$ cat src/hdl/pif_pkg.sv
/*
 Package for the port input-mode and pin-interrupt block: register
 offsets, field positions, reset values and masks.
 Assumes an 8-bit register port with an 8-bit address.
*/
package pif_pkg;
   // Register offsets
   localparam logic [7:0] ADDR_P0_FLAGS = 8'h89;
   localparam logic [7:0] ADDR_P1_FLAGS = 8'h8a;
   localparam logic [7:0] ADDR_P2_FLAGS = 8'h8b;
   localparam logic [7:0] ADDR_PIN_CTL = 8'h8c;
   localparam logic [7:0] ADDR_P1_MASK = 8'h8d;
   localparam logic [7:0] ADDR_P2_PULL = 8'hf7;
   localparam logic [7:0] ADDR_IRQ_STAT = 8'hc0;
   localparam logic [7:0] ADDR_IRQ_MASK = 8'hc1;
   // Pull config fields
   localparam int P2_PULL_DIR_BIT = 7;
   localparam int P1_PULL_DIR_BIT = 6;
   localparam int P0_PULL_DIR_BIT = 5;
   localparam logic [7:0] P2_PULL_WMASK = 8'hff;
   // Pin interrupt control fields
   localparam int CTL_P2_ALLOW_BIT = 5;
   localparam int CTL_P0_UP_ALLOW_BIT = 4;
   localparam int CTL_P0_LO_ALLOW_BIT = 3;
   localparam int CTL_P2_EDGE_BIT = 2;
   localparam int CTL_P1_EDGE_BIT = 1;
   localparam int CTL_P0_EDGE_BIT = 0;
   localparam logic [7:0] CTL_WMASK = 8'h7f;
   // Flag layout
   localparam int USB_RESUME_BIT = 7;
   localparam logic [7:0] P0_USB_PIN_MASK = 8'h3f;
   localparam logic [7:0] P2_FLAG_MASK = 8'h1f;
   localparam logic [7:0] P1_PULL_CAPABLE = 8'hfc;
   // Event status bits: port0, port1, port2 requests
   localparam logic [2:0] IRQ_EVT_MASK = 3'h7;
   // Reset values
   localparam logic [7:0] RST_BYTE = 8'h00;
   localparam logic [2:0] RST_IRQ = 3'h0;
endpackage : pif_pkg

$ cat src/hdl/pif_port_irq.sv
/*
 Input mode, pull direction, pin event flags and interrupt gating for
 two eight-pin ports and one five-pin port.
 Assumes a one-cycle register strobe port on core_clk_i; pins are async.
*/
// Chosen here: the strobed register port.
`timescale 1ns/10ps
//
// Contract
// - Bit 7 of pull config sets pull-up/down for five-pin port.
// - Bit 6 sets pull direction for port 1, pins 1:0 unpulled.
// - Bit 5 sets pull direction for port 0 pulled pins.
// - Bits 4:0 per-pin mode for port 2: 0 pulled, 1 tristate.
// - Eight port 0 pending flags, 1 pending, reset zero.
// - USB variant: port 0 bit 7 is resume, bit 6 unused.
// - Eight port 1 pending flags, reset zero.
// - Five port 2 pending flags in 4:0, 7:5 read zero.
// - Control bit 5 enables port 2 interrupt requests.
// - Control bit 4 enables port 0 pins 7 to 4.
// - Control bit 3 enables port 0 pins 3 to 0.
// - One edge bit per port: 0 rising, 1 falling.
// - Port 1 per-pin interrupt mask, reset zero, 1 enables.
module pif_port_irq #(
   parameter bit USB_VARIANT = 1'b0
) (
   input wire logic core_clk_i,
   input wire logic rst_b_i,
   input wire logic [7:0] reg_addr_i,
   input wire logic [7:0] reg_wdata_i,
   input wire logic reg_wr_i,
   input wire logic reg_rd_i,
   output logic [7:0] reg_rdata_o,
   input wire logic [7:0] port0_pins_i,
   input wire logic [7:0] port1_pins_i,
   input wire logic [4:0] port2_pins_i,
   input wire logic usb_resume_i,
   output logic [7:0] port0_pull_en_o,
   output logic [7:0] port0_pull_down_o,
   output logic [7:0] port1_pull_en_o,
   output logic [7:0] port1_pull_down_o,
   output logic [4:0] port2_pull_en_o,
   output logic [4:0] port2_pull_down_o,
   output logic port0_irq_o,
   output logic port1_irq_o,
   output logic port2_irq_o,
   output logic irq_o
);
   // Port mode inputs from neighbouring blocks are not here; port 0 pins
   // and port 1 pins 7:2 are always taken as pulled, port 1 pins 1:0 never.
   typedef struct packed {
      logic [7:0] p0_flags;
      logic [7:0] p1_flags;
      logic [4:0] p2_flags;
      logic [7:0] pull_cfg;
      logic [7:0] pin_ctl;
      logic [7:0] p1_mask;
      logic [2:0] irq_stat;
      logic [2:0] irq_mask;
      logic [7:0] rdata;
   } pif_state_t;
   pif_state_t st_reg;
   pif_state_t st_next;

   logic [7:0] p0_edge;
   logic [7:0] p1_edge;
   logic [4:0] p2_edge;
   logic [1:0] usb_sync;
   logic usb_last;
   logic usb_edge;
   logic [2:0] req;

   // Select one register byte for reads
   function automatic logic [7:0] read_mux(input pif_state_t s,
                                           input logic [7:0] a);
      logic [7:0] v;
      v = pif_pkg::RST_BYTE;
      unique case (a)
         pif_pkg::ADDR_P0_FLAGS: v = s.p0_flags;
         pif_pkg::ADDR_P1_FLAGS: v = s.p1_flags;
         pif_pkg::ADDR_P2_FLAGS: v = {3'h0, s.p2_flags};
         pif_pkg::ADDR_PIN_CTL: v = s.pin_ctl;
         pif_pkg::ADDR_P1_MASK: v = s.p1_mask;
         pif_pkg::ADDR_P2_PULL: v = s.pull_cfg;
         pif_pkg::ADDR_IRQ_STAT: v = {5'h00, s.irq_stat};
         pif_pkg::ADDR_IRQ_MASK: v = {5'h00, s.irq_mask};
         default: v = pif_pkg::RST_BYTE;
      endcase
      return v;
   endfunction : read_mux

   // Per-pin edge detectors, ports 0, 1 and 2
   // edge per port
   genvar gi;
   generate
      for (gi = 0; gi < 8; gi++) begin : g_p0
         pif_edge u_edge (
            .core_clk_i(core_clk_i),
            .rst_b_i(rst_b_i),
            .pin_i(port0_pins_i[gi]),
            .falling_sel_i(st_reg.pin_ctl[pif_pkg::CTL_P0_EDGE_BIT]),
            .edge_o(p0_edge[gi])
         );
         pif_edge u_edge1 (
            .core_clk_i(core_clk_i),
            .rst_b_i(rst_b_i),
            .pin_i(port1_pins_i[gi]),
            .falling_sel_i(st_reg.pin_ctl[pif_pkg::CTL_P1_EDGE_BIT]),
            .edge_o(p1_edge[gi])
         );
      end
      for (gi = 0; gi < 5; gi++) begin : g_p2
         pif_edge u_edge (
            .core_clk_i(core_clk_i),
            .rst_b_i(rst_b_i),
            .pin_i(port2_pins_i[gi]),
            .falling_sel_i(st_reg.pin_ctl[pif_pkg::CTL_P2_EDGE_BIT]),
            .edge_o(p2_edge[gi])
         );
      end
   endgenerate

   // USB resume synchroniser and rising-edge detect
   always_ff @(posedge core_clk_i or negedge rst_b_i) begin
      if (!rst_b_i) begin
         usb_sync <= 2'h0;
         usb_last <= 1'b0;
      end else begin
         usb_sync <= {usb_sync[0], usb_resume_i};
         usb_last <= usb_sync[1];
      end
   end
   assign usb_edge = usb_sync[1] & ~usb_last;

   // Port requests from pending flags and enables
   // gate flags by enables
   always_comb begin
      req[0] = (|(st_reg.p0_flags[7:4])
                & st_reg.pin_ctl[pif_pkg::CTL_P0_UP_ALLOW_BIT])
             | (|(st_reg.p0_flags[3:0])
                & st_reg.pin_ctl[pif_pkg::CTL_P0_LO_ALLOW_BIT]);
      req[1] = |(st_reg.p1_flags & st_reg.p1_mask);
      req[2] = |(st_reg.p2_flags)
             & st_reg.pin_ctl[pif_pkg::CTL_P2_ALLOW_BIT];
   end

   // Next state: flags, config and register writes
   always_comb begin
      st_next = st_reg;
      st_next.rdata = pif_pkg::RST_BYTE;
      if (reg_rd_i) begin
         st_next.rdata = read_mux(st_reg, reg_addr_i);
      end
      if (reg_wr_i) begin
         unique case (reg_addr_i)
            pif_pkg::ADDR_P0_FLAGS:
               st_next.p0_flags = st_reg.p0_flags & reg_wdata_i;
            pif_pkg::ADDR_P1_FLAGS:
               st_next.p1_flags = st_reg.p1_flags & reg_wdata_i;
            pif_pkg::ADDR_P2_FLAGS:
               st_next.p2_flags = st_reg.p2_flags & reg_wdata_i[4:0];
            pif_pkg::ADDR_PIN_CTL:
               st_next.pin_ctl = reg_wdata_i & pif_pkg::CTL_WMASK;
            pif_pkg::ADDR_P1_MASK: st_next.p1_mask = reg_wdata_i;
            pif_pkg::ADDR_P2_PULL:
               st_next.pull_cfg = reg_wdata_i & pif_pkg::P2_PULL_WMASK;
            pif_pkg::ADDR_IRQ_STAT:
               st_next.irq_stat = st_reg.irq_stat & ~reg_wdata_i[2:0];
            pif_pkg::ADDR_IRQ_MASK:
               st_next.irq_mask = reg_wdata_i[2:0] & pif_pkg::IRQ_EVT_MASK;
            default: ;
         endcase
      end
      // port 0 flags set on edge, set wins over clear
      if (USB_VARIANT) begin
         // resume flag on top bit, bit 6 unused
         st_next.p0_flags = (st_next.p0_flags & pif_pkg::P0_USB_PIN_MASK)
            | (p0_edge & pif_pkg::P0_USB_PIN_MASK)
            | ({usb_edge, 7'h00})
            | ({st_next.p0_flags[pif_pkg::USB_RESUME_BIT], 7'h00});
      end else begin
         st_next.p0_flags = st_next.p0_flags | p0_edge;
      end
      st_next.p1_flags = st_next.p1_flags | p1_edge;
      // port 2 flags, upper bits absent
      st_next.p2_flags = st_next.p2_flags | p2_edge;
      // Sticky request status, set wins
      st_next.irq_stat = st_next.irq_stat | req;
   end

   always_ff @(posedge core_clk_i or negedge rst_b_i) begin
      if (!rst_b_i) begin
         st_reg <= '0;
      end else begin
         st_reg <= st_next;
      end
   end

   // Pad control outputs
   // port 0 direction
   assign port0_pull_en_o = 8'hff;
   assign port0_pull_down_o = {8{st_reg.pull_cfg[pif_pkg::P0_PULL_DIR_BIT]}};
   // port 1 direction, low pins unpulled
   assign port1_pull_en_o = pif_pkg::P1_PULL_CAPABLE;
   assign port1_pull_down_o = {8{st_reg.pull_cfg[pif_pkg::P1_PULL_DIR_BIT]}}
                            & pif_pkg::P1_PULL_CAPABLE;
   assign port2_pull_en_o = ~st_reg.pull_cfg[4:0];
   assign port2_pull_down_o = {5{st_reg.pull_cfg[pif_pkg::P2_PULL_DIR_BIT]}}
                            & ~st_reg.pull_cfg[4:0];
   assign port0_irq_o = req[0];
   assign port1_irq_o = req[1];
   assign port2_irq_o = req[2];
   assign irq_o = |(st_reg.irq_stat & st_reg.irq_mask);
   assign reg_rdata_o = st_reg.rdata;
endmodule : pif_port_irq

$ cat src/hdl/pif_edge.sv
/*
 Per-pin input synchroniser and selectable edge detector.
 Assumes asynchronous pins; the edge select is a register on core_clk_i.
*/
`timescale 1ns/10ps
module pif_edge (
   input wire logic core_clk_i,
   input wire logic rst_b_i,
   input wire logic pin_i,
   input wire logic falling_sel_i,
   output logic edge_o
);
   typedef struct packed {
      logic meta;
      logic sync;
      logic last;
      logic [2:0] arm;
   } pif_edge_t;
   pif_edge_t st_reg;
   pif_edge_t st_next;

   // Two-flop sync then history
   always_comb begin
      st_next = st_reg;
      st_next.meta = pin_i;
      st_next.sync = st_reg.meta;
      st_next.last = st_reg.sync;
      // History is trusted only once it holds a real pin sample
      st_next.arm = {st_reg.arm[1:0], 1'b1};
   end

   always_ff @(posedge core_clk_i or negedge rst_b_i) begin
      if (!rst_b_i) begin
         st_reg <= '0;
      end else begin
         st_reg <= st_next;
      end
   end

   // Rising or falling edge only from synced stages; no false edge
   // from the reset value of the history when a pin idles high
   assign edge_o = st_reg.arm[2] & (falling_sel_i
                                    ? (st_reg.last & ~st_reg.sync)
                                    : (~st_reg.last & st_reg.sync));
endmodule : pif_edge

$ cat config.mk
export PLATFORM = sky130hd
export DESIGN_NAME = pif_port_irq
export DESIGN_NICKNAME = d
export VERILOG_FILES = /design/src/hdl/pif_pkg.sv /design/src/hdl/pif_port_irq.sv /design/src/hdl/pif_edge.sv
export SDC_FILE = /design/constraint.sdc
export NUM_CORES = 1
export LEC_CHECK = 0
export ABC_AREA = 1
export ABC_CLOCK_PERIOD_IN_PS = 1100
export BUFFER_PORTS_ARGS = -buffer_cell sky130_fd_sc_hd__buf_2
export CORE_MARGIN = 2
export CORE_UTILIZATION = 52
export CTS_BUF_LIST = sky130_fd_sc_hd__clkbuf_2 sky130_fd_sc_hd__clkbuf_4 sky130_fd_sc_hd__clkbuf_8
export DETAILED_ROUTE_END_ITERATION = 8
export PLACE_DENSITY = 0.82
export SLEW_MARGIN = 20
export SYNTH_ARGS = -nofsm -noshare
export SYNTH_HDL_FRONTEND = slang
export SYNTH_SLANG_ARGS = --single-unit
export TNS_END_PERCENT = 20
$ cat constraint.sdc
create_clock -name core_clk_i -period 1.1 [get_ports core_clk_i]
set_input_delay 0.11 -clock core_clk_i [delete_from_list [all_inputs] [get_ports core_clk_i]]
set_output_delay 0.11 -clock core_clk_i [all_outputs]
set_load 0.01 [all_outputs]
==> metrics.txt <==
outcome finished with violations; failing checks setup timing; die area 11200 sq um; setup slack after layout -582.2 ps; detailed-placement wirelength estimate 9207 um; sequential area share after synthesis 0.5757; Syn Area/Cell 9.342 sq um; Via density 5.076; critical path fanouts, max 2; Core ar. 10180 sq um; clk buf depth 2; CTS Sinks 124; setup violators final 30; starting density of the core 0.5292; Syn Inst Count 577; worst vdd ir 1049 uV; WL final 12730 um; Synth area leader dfrtp_1; Syn. warnings 0; CTS tree built; total CTS buffers 17; H-tree Lvls 4; Hold Path Class primary input to register; CTS clock-pin slew for the worst setup and hold paths 70 ps; Data arrival, critical path 1570 ps; std cell rows 37; Setup crit end kind output port; unrepaired setup endpoints after global routing yes; 1st-pass router iterations 7; slowest CP cell dfrtp_1; max_cap viols 0; Worst EP required 990 ps; initial antenna violation count 0; reg2reg setup slack -70 ps; CP peak stage delay 420 ps; layout cells sized above 1 0.3016; Die W 105.8 um; Tcrit/Tclk final 1.529; antenna diode count 0; vias in the first global route 4314; GR Overflow Total 0; Crit path buffers/inverters 3; clk root buf clkbuf_8; IO Pins 96; routed len/inst 14.59 um; Util after Layout 0.6732; crit path launch type register; worst skew pair latency 450 ps; Setup CP Type register to output port; FF+latch count, synth 124; post-synth top area share 0.5757; port bufs 76; DR iter-0 viols 381; first-pass GRT wire length 20850 um; Area Overhead vs Synth 27.21%; Max Slew Vio Count 0; Chip Height 105.8 um; GR Util All Layers 0.2461; Final Skew 8.019 ps; DRC viols 0; fin nets 765; cell area after synthesis 5390 sq um; Tot Pwr 9.340 mW; min cycle time layout 1682 ps; main area contributors after synthesis dfrtp_1 (58%), o21ai_0 (7.5%), nand2_1 (6.3%), buf_4 (5.8%), nand3_1 (4.0%); Routability Congestion 0.9920; Leak 3.381 nW; CP Cell Sequence a22o_1 > nor3_2 > buf_4 > inv_2 > buf_6; Pwr Density 1362 nW/um^2; routed via count 4426; number of fill cells 808; Largest register FFs 48; crit-path leading delay family flip-flops; largest net degree at the start of global routing 65; Synth cell types 27; Antenna Nets Post-Route 0; Hold Vio Cnt, Final 0; f_max 594.5 MHz
## stage by stage
stage                     setup WS [ps]  hold slack [ps]  setup TNS [ps]  instance area [sq um]  cells
after global routing             -686.2            25.03           -5813                   6857    872
after global placement           -167.6            139.7           -4599                   6090    806
after detailed placement         -185.2            149.5           -6262                   6090    806
after CTS                        -617.0            17.99           -4408                   6787    870
final                            -582.2            41.65           -4007                   6857    872
after floorplan                  -60.12           -185.6          -60.12                   5454    594
## synthesized netlist by cell type
cell and n:
buf_6 3, nand3_2 1, inv_1 55, o31ai_1 3, o21ai_0 81, buf_2 1
a21oi_1 24, nand2_2 7, buf_8 2, dfrtp_1 124, o21ai_1 9, conb_1 2
nor3_1 2, nor2_1 49, a22o_1 1, o21ai_2 8, or3_1 2, nand3_1 43
nand2_1 91, nor2_4 7, clkbuf_1 5, nand2_4 4, nor2_2 4, buf_4 42
o21a_1 1, inv_2 5, nand4_1 1
## path summary, 6_finish.rpt
| check | cells past startpoint | endpoint | from |
|---|---|---|---|
| setup / recovery | 5 | port1_irq_o | st_reg[16]$_DFFE_PN0P_ |
| hold / removal | 4 | st_reg[33]$_DFFE_PN0P_ | reg_wdata_i[3] |
| setup reg to reg | 4 | st_reg[12]$_DFF_PN0_ | st_reg[16]$_DFFE_PN0P_ |
| hold reg to reg | 0 | g_p0[5].u_edge.st_next[3]$_DFF_PN0_ | g_p0[5].u_edge.st_next[4]$_DFF_PN0_ |
| max in group asynchronous | 3 | g_p2[4].u_edge.st_reg[3]$_DFF_PN0_ | rst_b_i |
| min in group asynchronous | 3 | st_reg[8]$_DFFE_PN0P_ | rst_b_i |
## logic make-up (layout without fill, tap and decap cells)
| group | count (synthesis) | after routing | share of synthesized area |
|---|---|---|---|
| AND/OR/NAND/NOR | 211 | 211 | 0.1804 |
| AO/OA/AOI/OAI | 127 | 127 | 0.1260 |
| flip-flops | 124 | 124 | 0.5757 |
| buffers and inverters | 113 | 255 | 0.1165 |
| other | 2 | 19 | 0.001393 |
## per-layer routing
layer  vias to the layer above  share of wire  track usage
li1                       2108              -            -
met3                        32          0.069      0.06494
met1                      2093           0.41       0.3083
met2                       193           0.49       0.3968
met4                         0          0.030       0.1212
met5                         -              0            0
## tightest hold or removal path, stage by stage
cell and delay, ps:
buf_2 100, inv_1 60, buf_4 130, o21ai_2 50
## cells in the final DEF, fill, tap and decap left out, types with 2 or more instances in the layout
cell type / instances
o21ai_1: 14
nor2_4: 7
clkinv_4: 2
nor2_2: 8
or3_1: 2
inv_6: 2
conb_1: 19
clkinvlp_4: 4
clkinv_2: 6
nand2_4: 4
nand2_1: 89
buf_6: 7
buf_12: 7
buf_2: 68
nand3_1: 43
nor3_2: 2
nand2_2: 9
clkbuf_8: 17
o31ai_1: 3
o21ai_0: 75
dfrtp_1: 120
o21ai_2: 9
dlygate4sd3_1: 30
a21oi_1: 24
nor2_1: 45
buf_4: 51
dfrtp_2: 4
inv_2: 13
inv_1: 47
## power breakdown
group	switching [mW]	internal, mW
clock network	1.83	1.77
logic	0.508	0.372
registers	0.114	4.75
## final cells by class
cell class                 count  area [sq um]  area share
sequential                   124          3108      0.4533
clock inverter                15         125.1     0.01825
clock buffer                  17         234.0     0.03412
timing repair buffer         163          1242      0.1812
multi-input combinational    357          1752      0.2555
inverter                      60         225.2     0.03285
tap                          136         170.2     0.02482
## repair_timing
action	in CTS	in global routing
gates cloned	0	0
gates resized for setup	9	23
endpoints found under the setup margin	31	43
hold buffers	30	0
endpoints found under the hold margin	163	0
buffers inserted	3	2
pin swaps	2	7
Power figures use the tool's default switching activity.
